<file path="src/pfs_pkg.sv">
// shared constants and types for the power fail supervisor
`default_nettype none

package pfs_pkg;

    // ****************************************************************
    // timebase
    // ****************************************************************
    localparam int unsigned CLK_KHZ     = 100_000;  // 100 MHz ref_clk
    localparam int unsigned HOLD_MS     = 250;      // post-event reset hold
    localparam int unsigned DEBOUNCE_MS = 10;       // button must stay low this long
    localparam int unsigned WD_SHORT_MS = 250;
    localparam int unsigned WD_MID_MS   = 500;
    localparam int unsigned WD_LONG_MS  = 1000;

    // least times, already whole cycles at this rate
    localparam int unsigned HOLD_CYC     = HOLD_MS * CLK_KHZ;
    localparam int unsigned DEBOUNCE_CYC = DEBOUNCE_MS * CLK_KHZ;
    localparam int unsigned WD_SHORT_CYC = WD_SHORT_MS * CLK_KHZ;
    localparam int unsigned WD_MID_CYC   = WD_MID_MS * CLK_KHZ;
    localparam int unsigned WD_LONG_CYC  = WD_LONG_MS * CLK_KHZ;

    localparam int unsigned CNT_W = 27;  // holds 1000 ms of cycles

    // ****************************************************************
    // pin synchroniser layout
    // ****************************************************************
    localparam int unsigned SYN_N      = 5;
    localparam int unsigned SYN_SUPPLY = 0;
    localparam int unsigned SYN_BUTTON = 1;
    localparam int unsigned SYN_KICK   = 2;
    localparam int unsigned SYN_SEL_LO = 3;
    localparam int unsigned SYN_SEL_HI = 4;
    localparam logic [4:0]  SYN_RST    = 5'h06;  // supply bad, button and kick idle high

    // watchdog timeout select
    localparam logic [1:0] WD_OFF   = 2'h0;
    localparam logic [1:0] WD_SHORT = 2'h1;
    localparam logic [1:0] WD_MID   = 2'h2;
    localparam logic [1:0] WD_LONG  = 2'h3;

    // supervisor states, gray along fail -> hold -> run
    typedef enum logic [1:0] {
        PFS_FAIL = 2'h0,
        PFS_HOLD = 2'h1,
        PFS_RUN  = 2'h3
    } pfs_state_t;

    // byte-lane memory enables, active low
    typedef struct packed {
        logic hi_n;
        logic lo_n;
    } pfs_lane_t;

    localparam pfs_lane_t LANES_OFF = 2'h3;

endpackage

`default_nettype wire

</file>
<file path="src/pfs_top.sv">
// power fail supervisor: supply reset, button debounce, watchdog, sram gating
`default_nettype none

// What this block does
// - memory enables pass only while supply good
// - high request drives high, low drives low
// - supply failure forces reset output active immediately
// - reset held 250 ms after supply recovers
// - debounced button gives at least 250 ms reset
// - watchdog kick needed; expiry resets; selectable timeout
module pfs_top #(
    parameter int unsigned HOLD_CYCLES  = pfs_pkg::HOLD_CYC,
    parameter int unsigned DEB_CYCLES   = pfs_pkg::DEBOUNCE_CYC,
    parameter int unsigned WD_SHORT_CYC = pfs_pkg::WD_SHORT_CYC,
    parameter int unsigned WD_MID_CYC   = pfs_pkg::WD_MID_CYC,
    parameter int unsigned WD_LONG_CYC  = pfs_pkg::WD_LONG_CYC
) (
    // clock and reset
    input  wire logic              ref_clk,
    input  wire logic              nrst,
    // supply comparator, high while in tolerance
    input  wire logic              supply_ok,
    // pushbutton and watchdog pins
    input  wire logic              button_n,
    input  wire logic              watchdog_kick_n,
    input  wire logic [1:0]        wd_timeout_sel,
    // processor byte-lane requests and gated memory selects
    input  wire pfs_pkg::pfs_lane_t mem_request_n,
    output logic                   high_mem_select_out_n,
    output logic                   low_mem_select_out_n,
    // reset to the processor
    output logic                   reset_out_n
);
    import pfs_pkg::*;

    // ****************************************************************
    // pin synchronisers
    // ****************************************************************
    logic [SYN_N-1:0] pins;
    logic [SYN_N-1:0] s1_r, s2_r, s3_r, clean_r;

    assign pins = {wd_timeout_sel, watchdog_kick_n, button_n, supply_ok};

    // three flops; a change is accepted once stages two and three agree
    for (genvar i = 0; i < SYN_N; i++) begin : g_sync
        always_ff @(posedge ref_clk or negedge nrst) begin
            if (!nrst) begin
                s1_r[i]    <= SYN_RST[i];
                s2_r[i]    <= SYN_RST[i];
                s3_r[i]    <= SYN_RST[i];
                clean_r[i] <= SYN_RST[i];
            end else begin
                s1_r[i]    <= pins[i];
                s2_r[i]    <= s1_r[i];
                s3_r[i]    <= s2_r[i];
                clean_r[i] <= (s2_r[i] == s3_r[i]) ? s3_r[i] : clean_r[i];
            end
        end
    end

    wire       good_sync = clean_r[SYN_SUPPLY];
    wire       btn_low   = ~clean_r[SYN_BUTTON];
    wire [1:0] wd_sel    = clean_r[SYN_SEL_HI:SYN_SEL_LO];

    // ****************************************************************
    // sram lane gating
    // ****************************************************************
    // raw pin closes the gate at once; sync copy keeps it shut until settled
    wire mem_ok = supply_ok & good_sync;
    assign high_mem_select_out_n = mem_ok ? mem_request_n.hi_n : LANES_OFF.hi_n;
    assign low_mem_select_out_n  = mem_ok ? mem_request_n.lo_n : LANES_OFF.lo_n;

    // ****************************************************************
    // pushbutton debounce
    // ****************************************************************
    logic [CNT_W-1:0] deb_cnt_r;
    logic             btn_taken_r;

    wire deb_done  = (deb_cnt_r == CNT_W'(DEB_CYCLES - 1));
    wire press_evt = btn_low & deb_done & ~btn_taken_r;

    // one event per press: a held button does not retrigger
    always_ff @(posedge ref_clk or negedge nrst) begin
        if (!nrst) begin
            deb_cnt_r   <= '0;
            btn_taken_r <= 1'b0;
        end else begin
            deb_cnt_r   <= (btn_low && !deb_done) ? deb_cnt_r + 1'b1
                         : (btn_low ? deb_cnt_r : '0);
            btn_taken_r <= btn_low & (btn_taken_r | deb_done);
        end
    end

    // ****************************************************************
    // watchdog
    // ****************************************************************
    logic             kick_d_r;
    logic [CNT_W-1:0] wd_cnt_r;
    pfs_state_t       state_r, state_nxt;

    wire kick_evt = kick_d_r & ~clean_r[SYN_KICK];  // falling edge of strobe
    wire [CNT_W-1:0] wd_limit =
        (wd_sel == WD_SHORT) ? CNT_W'(WD_SHORT_CYC - 1) :
        (wd_sel == WD_MID)   ? CNT_W'(WD_MID_CYC - 1) :
                               CNT_W'(WD_LONG_CYC - 1);
    wire wd_run    = (state_r == PFS_RUN) && (wd_sel != WD_OFF);
    wire wd_expire = wd_run && !kick_evt && (wd_cnt_r == wd_limit);

    // counts only while the processor runs; a kick or selection off clears it
    always_ff @(posedge ref_clk or negedge nrst) begin
        if (!nrst) begin
            kick_d_r <= 1'b1;
            wd_cnt_r <= '0;
        end else begin
            kick_d_r <= clean_r[SYN_KICK];
            wd_cnt_r <= (!wd_run || kick_evt || wd_expire) ? '0 : wd_cnt_r + 1'b1;
        end
    end

    // ****************************************************************
    // reset sequencer
    // ****************************************************************
    logic [CNT_W-1:0] hold_cnt_r, hold_cnt_nxt;

    wire hold_done = (hold_cnt_r == CNT_W'(HOLD_CYCLES - 1));
    wire restart   = press_evt | wd_expire;

    // a fresh event in hold or run sends us back to the start of the hold; in fail it is ignored
    always_comb begin
        state_nxt    = state_r;
        hold_cnt_nxt = '0;
        case (state_r)
            PFS_FAIL: begin
                if (good_sync) begin
                    state_nxt = PFS_HOLD;
                end
            end
            PFS_HOLD: begin
                if (!good_sync) begin
                    state_nxt = PFS_FAIL;
                end else if (restart) begin
                    hold_cnt_nxt = '0;
                end else if (hold_done) begin
                    state_nxt = PFS_RUN;
                end else begin
                    hold_cnt_nxt = hold_cnt_r + 1'b1;
                end
            end
            PFS_RUN: begin
                if (!good_sync) begin
                    state_nxt = PFS_FAIL;
                end else if (restart) begin
                    state_nxt = PFS_HOLD;
                end
            end
            default: begin
                state_nxt = PFS_FAIL;
            end
        endcase
    end

    always_ff @(posedge ref_clk or negedge nrst) begin
        if (!nrst) begin
            state_r    <= PFS_FAIL;
            hold_cnt_r <= '0;
        end else begin
            state_r    <= state_nxt;
            hold_cnt_r <= hold_cnt_nxt;
        end
    end

    // raw comparator forces reset with no synchroniser latency
    assign reset_out_n = (state_r == PFS_RUN) & supply_ok;
endmodule // pfs_top

`default_nettype wire

</file>
<file path="config.mk">
export PLATFORM = sky130hd
export DESIGN_NAME = pfs_top
export DESIGN_NICKNAME = d
export VERILOG_FILES = /design/src/pfs_pkg.sv /design/src/pfs_top.sv
export SDC_FILE = /design/constraint.sdc
export NUM_CORES = 1
export LEC_CHECK = 0
export BUFFER_PORTS_ARGS = -buffer_cell sky130_fd_sc_hd__clkbuf_2
export CELL_PAD_IN_SITES_DETAIL_PLACEMENT = 1
export CELL_PAD_IN_SITES_GLOBAL_PLACEMENT = 2
export CORE_UTILIZATION = 44
export DETAILED_ROUTE_END_ITERATION = 6
export PLACE_DENSITY = 0.87
export SLEW_MARGIN = 40
export SYNTH_ARGS = -nofsm -noshare
export SYNTH_HDL_FRONTEND = slang
export SYNTH_SLANG_ARGS = --single-unit
export TNS_END_PERCENT = 20
</file>
<file path="constraint.sdc">
create_clock -name ref_clk -period 5.2 [get_ports ref_clk]
set_clock_uncertainty 0.2 [all_clocks]
set_input_delay 1.04 -clock ref_clk [delete_from_list [all_inputs] [get_ports ref_clk]]
set_output_delay 1.04 -clock ref_clk [all_outputs]
set_load 0.03 [all_outputs]
</file>
; ---- After elaboration in Yosys (flattened, before gate mapping)
; Cells that the tools add are included.
[op_classes]
eq_ne = 16
n_mux = 18
bitwise = 11
n_addsub = 3
reduce_logical = 13
[ops]
columns = op, count
row1 = 2-to-1 mux 27 bit, 9
row2 = adder 27 x 1 -> 27 bit (second input constant), 3
row3 = equality test 27 x 20 -> 1 bit (second input constant), 1
row4 = equality test 27 x 25 -> 1 bit (second input constant), 1
row5 = equality test 27 bit, 1
row6 = 2-to-1 mux 2 bit, 6
row7 = != test 3 bit (second input constant), 3
row8 = AND 1 bit, 6
row9 = case mux 2 bit (3 select lines), 1
row10 = equality test 1 bit, 5
row11 = equality test 2 x 1 -> 1 bit (second input constant), 2
row12 = equality test 2 bit (second input constant), 2
row13 = logical AND 1 bit, 4
row14 = AND reduction 4 bit, 1
row15 = nonzero test 2 bit, 2
row16 = zero test 1 bit, 3
row17 = NOT 1 bit, 3
row18 = zero test 2 bit, 1
row19 = logical OR 1 bit, 2
row20 = 2-to-1 mux 1 bit, 2
row21 = != test 2 bit (second input constant), 1
row22 = bitwise OR 1 bit, 2
[word_totals]
ff_bits = 105
input_bits = 9
out_inout_bits = 3
elab_cells = 87

; ---- Longest topological paths before layout
; Gate-level depths: netlist of run 1.
[logic_depth]
ltp_word = 9
ltp_mapped = 8
ltp_nobuf = 7

; ---- Worst setup path before layout of run 1
; Ideal clock, no wire load.
[synth_timing]
kind = input to output
from = in mem_request_n[1] (netlist name)
to = out high_mem_select_out_n
t_required_ns = 3.960
t_arrival_ns = 1.361
path_buffers = 0
cell_stages = 1
path_slack_ns = 2.599
path_cell_list = nand3b_1
[synth_between]
elab_chain_cells = 1
[synth_rtl]
columns = item, line_no
row1 = from (decl), pfs_top.sv:28  ; input wire pfs_pkg::pfs_lane_t mem_request_n,
row2 = 2-to-1 mux 1 bit, pfs_top.sv:70  ; assign high_mem_select_out_n = mem_ok ? mem_request_n.hi_n : LANES_OFF.hi_n;
row3 = to (decl), pfs_top.sv:29  ; output logic high_mem_select_out_n,
; No other way between the ends.

; ---- Worst setup path in the final report of run 1
[layout_timing]
from = in supply_ok
to = out reset_out_n
[layout_between]
elab_chain_cells = 1
[layout_rtl]
columns = item, line_no
row1 = from (decl), pfs_top.sv:22  ; input wire logic supply_ok,
row2 = AND 1 bit, pfs_top.sv:173  ; assign reset_out_n = (state_r == PFS_RUN) & supply_ok;
row3 = to (decl), pfs_top.sv:32  ; output logic reset_out_n
; No other way between the ends.

==> key figures, run 1 <==
Drt
  • Via count: 3470
  • Drt first pass iters: 4
  • DRT Wirelength: 10.2 mm
  • Vias/cell: 5.45
  • Routed Antenna Nets: 0
  • DR iter-0 viols: 99
  • Wire per inst: 16.1 um
  • DRC errors left: 0

Power
  • Switch share: 22.1%
  • Int Pwr: 1.24 mW
  • Sw Pwr: 0.352 mW
  • Clock power share: 42.4%
  • P_leak: 2.21 nW
  • Worst ir drop on vdd: 0.000214 V
  • Sequential power share: 53.9%
  • Part of the power in combinational logic: 3.7%
  • Pwr dens: 295 mW/mm2

STA
  • Final Cycle Share: 54.6%
  • Crit path time final: 2.84 ns
  • Actual slew at the worst max-slew pin: 0.781 ns
  • Hold slack: 0.161 ns
  • Final Hold Fails: 0
  • Setup TNS: 0 ns
  • Max Slew Vio Count: 0
  • Final Setup Violations: 0
  • RSZ-0062 raised after global routing: false
  • Max frequency: 352 MHz
  • Worst slew margin: 47.7%

Global routing
  • M1 GR Usage: 25.6%
  • First-pass GRT wire length: 17.7 mm
  • GR Layer Usage met2: 32.5%
  • Most Crowded Layer GR: met2
  • Initial antenna violation count: 0
  • Grt met3 use: 4.72%
  • GRT Residual Overflow: 0
  • Global-route usage over all layers: 19.9%
  • Largest net degree at the start of global routing: 74
  • Vias in the first global route: 3665

Clocking
  • Clock root cell: clkbuf_8
  • Clock Tree Buf Depth: 2
  • Later-pin clock latency in the skew report: 0.39 ns
  • Clk slew on worst S/H paths: 0.10 ns
  • CTS Buf Count: 9
  • Post-CTS setup buffers: 0
  • Hold Buf Count CTS: 0
  • Clock Sinks: 105
  • H-tree Lvls: 3
  • Resize count post-CTS: 0
  • CTS tree: built

Synthesis
  • Async set-reset flop share out of synthesis: 100%
  • Post-synth EDFFs: 0
  • Count of distinct cell types in the synthesized netlist: 49
  • Post-Syn Area: 0.00492 mm2
  • Yosys reg bits: 105
  • Avg Inst Size Synth: 10.3 um2
  • Area leader, netlist: dfrtp_1
  • Cell count after synthesis: 477
  • Synth area leaders: dfrtp_1 49%, xor2_1 9.6%, nor2_1 7.2%, dfstp_2 4.8%, nand4_1 4.1%
  • Register area share after synthesis: 53.6%
  • Syn_nets: 492
  • Ys Warns: 0
  • Yosys top cell area share: 48.8%
  • Post-synth top flop: dfrtp_1

Floorplanning
  • Starting Density: 45.2%
  • CORE AREA: 0.0109 mm2
  • Die Width: 108 um
  • Die area: 0.0116 mm2
  • Core Rows: 38
  • Num ports: 12
  • Chip Height: 108 um

Final layout
  • End-of-flow core utilization: 49.5%
  • # diodes: 0
  • Most common cell after layout, fill and taps aside: dfrtp_1
  • Filler cell count: 1227
  • Layout area overhead: 9.64%
  • Final layout net count: 507
  • Share of layout cells above drive strength 1: 10.3%
  • Most frequent cells in the layout: 96 x dfrtp_1, 94 x nor2_1, 54 x xor2_1, 32 x nand4_1, 32 x nand3_1

Flow run
  • Max Cap Violations: 0

Critical path
  • Worst r2r path cells: 7
  • Required time of the critical path: 3.96 ns
  • Cell repeated most along the worst path: clkbuf_2
  • CP Launch Type: input port
  • Slowest cell on crit path: clkbuf_2
  • R2r endpoint: wd_cnt_r[5]$_DFF_PN0_
  • Worst reg2reg setup slack: 2.62 ns
  • Setup Crit Path Kind: input port to output pin
  • Critical Path End Type: output pin
  • Worst-path cell chain: clkbuf_2 -> and3_1 -> clkbuf_2
  • Largest delay share family, worst path: buffers and inverters
  • Worst reg2reg path startpoint: clean_r[3]$_DFFE_PN0N_
  • Crit Path Max Fanout: 4
  • CP Buf/Inv Count: 2
  • CP Data Arrival Time: 1.60 ns
  • Worst stage delay on the critical path: 0.22 ns

Min path
  • Worst Hold Path EP: s2_r[1]$_DFF_PN1_
  • Worst Hold Class: register to register
  • Min-delay src: s1_r[1]$_DFF_PN1_
  • Hold path depth: 0

Run status
  • Run status: complete, no violations

Placement
  • Routability Congestion: 0.742
  • DP HPWL: 6.86 mm
  • IO Port Bufs: 11
[metal layers]
metal / vias to the layer above / wire [um]
met4: 0 / 158
met2: 25 / 4940
met5: - / 0
met1: 1771 / 4860
li1: 1664 / -
met3: 10 / 266
[power groups by stage]
stage                     combinational (mW)  clock, mW  sequential, mW
after floorplan                       0.0392          0           0.862
after global routing                  0.0674      0.722           0.862
final                                 0.0584      0.675           0.858
after global placement                0.0577          0           0.873
after CTS                             0.0611      0.690           0.859
after detailed placement              0.0609          0           0.874
[layout make-up]
cell class	instances	area, um2	area share, %
well taps	140	175	3.25
flip-flops and latches	105	2640	48.9
inverters	10	37.5	0.696
multi-input cells	351	2180	40.3
clock buffers	10	138	2.55
clock inverters	6	138	2.55
repair buffers	15	91.3	1.69
[sequential cells by signal, summed over array words and instances (netlist names)]
| name | cells |
|---|---|
| s2_r | 5 |
| btn_taken_r | 1 |
| s1_r | 5 |
| deb_cnt_r | 27 |
| good_sync | 1 |
| hold_cnt_r | 27 |
| wd_cnt_r | 27 |
| s3_r | 5 |
| kick_d_r | 1 |
| state_r | 2 |
| clean_r | 4 |
[cell families (layout without fill, tap and decap cells)]
family,count (synthesis),after routing,share of synthesized area [%]
compound gates,11,11,1.70
fa+ha+maj,11,11,2.54
buf+inv,21,41,2.31
flops,105,105,53.6
simple gates,255,255,26.4
mux,5,5,1.09
xor+xnor,69,69,12.3
[worst max path at each step]
stage                     start                     to  slack [ns]  cells past startpoint
2_1_floorplan  mem_request_n[1]  high_mem_select_out_n        2.60                      1
3_3_place_gp          supply_ok            reset_out_n        2.35                      3
3_5_place_dp          supply_ok            reset_out_n        2.36                      3
4_1_cts               supply_ok            reset_out_n        2.36                      3
5_1_grt               supply_ok            reset_out_n        2.33                      3
6_report              supply_ok            reset_out_n        2.36                      3
[stage by stage]
step | instances | area, um2 | power [mW] | setup WS, ns
after floorplan | 477 | 4920 | 0.902 | 2.60
after global placement | 621 | 5110 | 0.930 | 2.35
after detailed placement | 621 | 5120 | 0.935 | 2.36
after CTS | 637 | 5390 | 1.61 | 2.36
after global routing | 637 | 5390 | 1.65 | 2.33
final | 637 | 5390 | 1.59 | 2.36
[Yosys cell counts (7+ instances only)]
| master | n |
|---|---|
| and3_1 | 7 |
| dfrtp_1 | 96 |
| dfstp_2 | 9 |
| inv_1 | 10 |
| nand2_1 | 31 |
| nand3_1 | 32 |
| nand4_1 | 32 |
| nor2_1 | 94 |
| nor3_1 | 15 |
| nor4_1 | 7 |
| xnor2_1 | 15 |
| xor2_1 | 54 |
Power figures use the tool's default switching activity.
==> inputs of run 2 (changes only) <==
- CORE_UTILIZATION: 44 -> 41
- PLACE_DENSITY: 0.87 -> 0.82
- clock period: 5.2 -> 2.95 ns (I/O delays scaled with it)
==> run 2 against run 1 <==
Clock power up 81%. Clock-buffer cell count up 1. Combinational power up 110%. Final cell count up 1.7%. Design area up 1.9%. Hold slack worse by 0.042 ns. Global-route usage down 1.3 points. Critical endpoint is now wd_cnt_r[17]$_DFF_PN0_. Highest routed layer unchanged.
==> key figures, run 2 (synthesis results as in run 1) <==
Critical path
  • Worst-path cell chain: inv_1 -> ha_1 -> nor4bb_1 -> a22oi_1 -> or4_4 -> o21bai_4 -> nor2_1 (was clkbuf_2 -> and3_1 -> clkbuf_2)
  • Worst r2r path cells: 7 (unchanged)
  • Worst stage delay on the critical path: 0.57 ns (was 0.22 ns)
  • Critical path depth: 7 (was 3)
  • Slowest cell on crit path: or4_4 (was clkbuf_2)
  • Crit Path Max Fanout: 23 (was 4)
  • CP Launch Type: register (was input port)
  • CP Buf/Inv Count: 1 (was 2)
  • CP Data Arrival Time: 2.60 ns (was 1.60 ns)
  • Required time of the critical path: 2.96 ns (was 3.96 ns)
  • Setup Crit Path Kind: register to register (was input port to output pin)
  • Critical Path End Type: register (was output pin)
  • Largest delay share family, worst path: simple AND/OR/NAND/NOR gates (was buffers and inverters)

Drt
  • Via count: 3482 (was 3470)
  • DRC errors left: 0 (unchanged)
  • Vias/cell: 5.37 (was 5.45)
  • DR iter-0 viols: 110 (was 99)
  • Drt first pass iters: 4 (unchanged)
  • DRT Wirelength: 10.3 mm (was 10.2 mm)
  • Routed Antenna Nets: 0 (unchanged)
  • Wire per inst: 15.9 um (was 16.1 um)

Final layout
  • Largest registers: deb_cnt_r: 27 flops, hold_cnt_r: 27 flops, wd_cnt_r: 27 flops (unchanged)
  • Register Area: 0.00264 mm2 (unchanged)
  • Final layout net count: 515 (was 507)
  • Filler cell count: 1262 (was 1227)
  • # diodes: 0 (unchanged)
  • Most common cell after layout, fill and taps aside: dfrtp_1 (unchanged)
  • Area of the multi-input gates: 0.00217 mm2 (was 0.00218 mm2)
  • Share of layout cells above drive strength 1: 11.7% (was 10.3%)
  • Layout area overhead: 11.7% (was 9.64%)
  • Most frequent cells in the layout: 96 x dfrtp_1, 93 x nor2_1, 54 x xor2_1, 32 x nand4_1, 32 x nand3_1 (was 96 x dfrtp_1, 94 x nor2_1, 54 x xor2_1, 32 x nand4_1, 32 x nand3_1)
  • Design Area, Final: 0.00549 mm2 (was 0.00539 mm2)

Flow run
  • Max Cap Violations: 0 (unchanged)

Global routing
  • Vias in the first global route: 3697 (was 3665)
  • Initial antenna violation count: 0 (unchanged)
  • Largest net degree at the start of global routing: 41 (was 74)
  • GRT Residual Overflow: 0 (unchanged)
  • Global-route usage over all layers: 18.5% (was 19.9%)
  • First-pass GRT wire length: 18.2 mm (was 17.7 mm)

Power
  • Pwr dens: 518 mW/mm2 (was 295 mW/mm2)
  • P_leak: 2.25 nW (was 2.21 nW)
  • Worst ir drop on vdd: 0.000380 V (was 0.000214 V)
  • Overall power: 2.85 mW (was 1.59 mW)

Placement
  • Routability Congestion: 0.730 (was 0.742)
  • Area after DPL: 0.00517 mm2 (was 0.00512 mm2)
  • DP HPWL: 7.04 mm (was 6.86 mm)
  • IO Port Bufs: 11 (unchanged)
  • DP Worst Slack: 0.352 ns (was 2.36 ns)

Floorplanning
  • Die Width: 112 um (was 108 um)
  • Chip Height: 112 um (was 108 um)
  • Die area: 0.0124 mm2 (was 0.0116 mm2)
  • Num ports: 12 (unchanged)
  • CORE AREA: 0.0116 mm2 (was 0.0109 mm2)
  • Core Rows: 39 (was 38)
  • Starting Density: 42.5% (was 45.2%)

STA
  • Setup TNS: 0 ns (unchanged)
  • Max frequency: 386 MHz
  • Setup ws final: 0.358 ns (was 2.36 ns)
  • Final Hold Fails: 0 (unchanged)
  • RSZ-0062 raised after global routing: false (unchanged)
  • Actual slew at the worst max-slew pin: 0.680 ns (was 0.781 ns)
  • Worst slew margin: 54.5% (was 47.7%)
  • Max Slew Vio Count: 0 (unchanged)
  • Final Setup Violations: 0 (unchanged)
  • Final Cycle Share: 87.9%
  • Crit path time final: 2.59 ns

Clocking
  • Clk slew on worst S/H paths: 0.07 ns (was 0.10 ns)
  • Later-pin clock latency in the skew report: 0.35 ns (was 0.39 ns)
  • Post-CTS setup buffers: 0 (unchanged)
  • Clock Tree Buf Depth: 2 (unchanged)
  • Resize count post-CTS: 0 (unchanged)
  • CTS Buf Count: 9 (unchanged)
  • Hold Buf Count CTS: 1 (was 0)
  • CTS tree: built (unchanged)
  • Clock Sinks: 105 (unchanged)
  • Clock root cell: clkbuf_16 (was clkbuf_8)
  • H-tree Lvls: 3 (unchanged)

Run status
  • Run status: complete, no violations (unchanged)

Min path
  • Hold path depth: 1 (was 0)
  • Worst Hold Class: input port to register (was register to register)
-- run 2: cell types whose count changed in the layout (fill, tap and decap cells not counted), sizes merged --
cell	delta
bufinv	-3
dlygate4sd3	+1
clkinv	+3
clkbuf	+1
inv	-1
buf	+7
-- run 2: metal layers --
metal / up-vias / wire [um] / track usage (%)
met1: 1757 / 4900 / 24.0
met2: 23 / 4900 / 30.3
met5: - / 0 / 0
met4: 0 / 215 / 6.85
met3: 18 / 274 / 4.46
li1: 1684 / - / -
-- run 2: worst register-to-register path, cell delays in order, from the launching register on --
cell      delay (ns)
dfrtp_1         0.41
inv_1           0.09
ha_1            0.19
nor4bb_1        0.23
a22oi_1         0.13
or4_4           0.57
o21bai_4        0.50
nor2_1          0.14
-- run 2: where the power goes --
group / internal (mW) / leakage [nW] / switching (mW)
registers: 1.47 / 1.40 / 0.0249
logic: 0.0404 / 0.696 / 0.0842
clock network: 0.701 / 0.155 / 0.522
-- run 2: area by class of cell --
cell class	instances	area share (%)
clock buffers	11	4.60
clock inverters	5	0.979
inverters	10	0.683
multi-input cells	351	39.5
flip-flops and latches	105	48.0
well taps	143	3.26
repair buffers	23	2.96
-- run 2: worst paths after layout --
check                                             from                     end  slack, ns
worst max-delay path            clean_r[3]$_DFFE_PN0N_  wd_cnt_r[17]$_DFF_PN0_       0.36
min in group asynchronous                         nrst   wd_cnt_r[8]$_DFF_PN0_       0.48
max in group asynchronous                         nrst       s1_r[2]$_DFF_PN1_       1.37
worst max register to register  clean_r[3]$_DFFE_PN0N_  wd_cnt_r[17]$_DFF_PN0_       0.36
worst min register to register       s1_r[0]$_DFF_PN0_       s2_r[0]$_DFF_PN0_       0.15
worst min-delay path                          button_n       s1_r[1]$_DFF_PN1_       0.12
-- run 2: per-stage QoR --
stage	hold slack (ns)	utilization, %	std cells
CTS	0.104	47.5	648
global route	0.101	47.5	648
floorplan	0.0944	-	477
detailed placement	0.137	44.7	631
global placement	0.134	44.7	631
finish	0.119	47.5	648
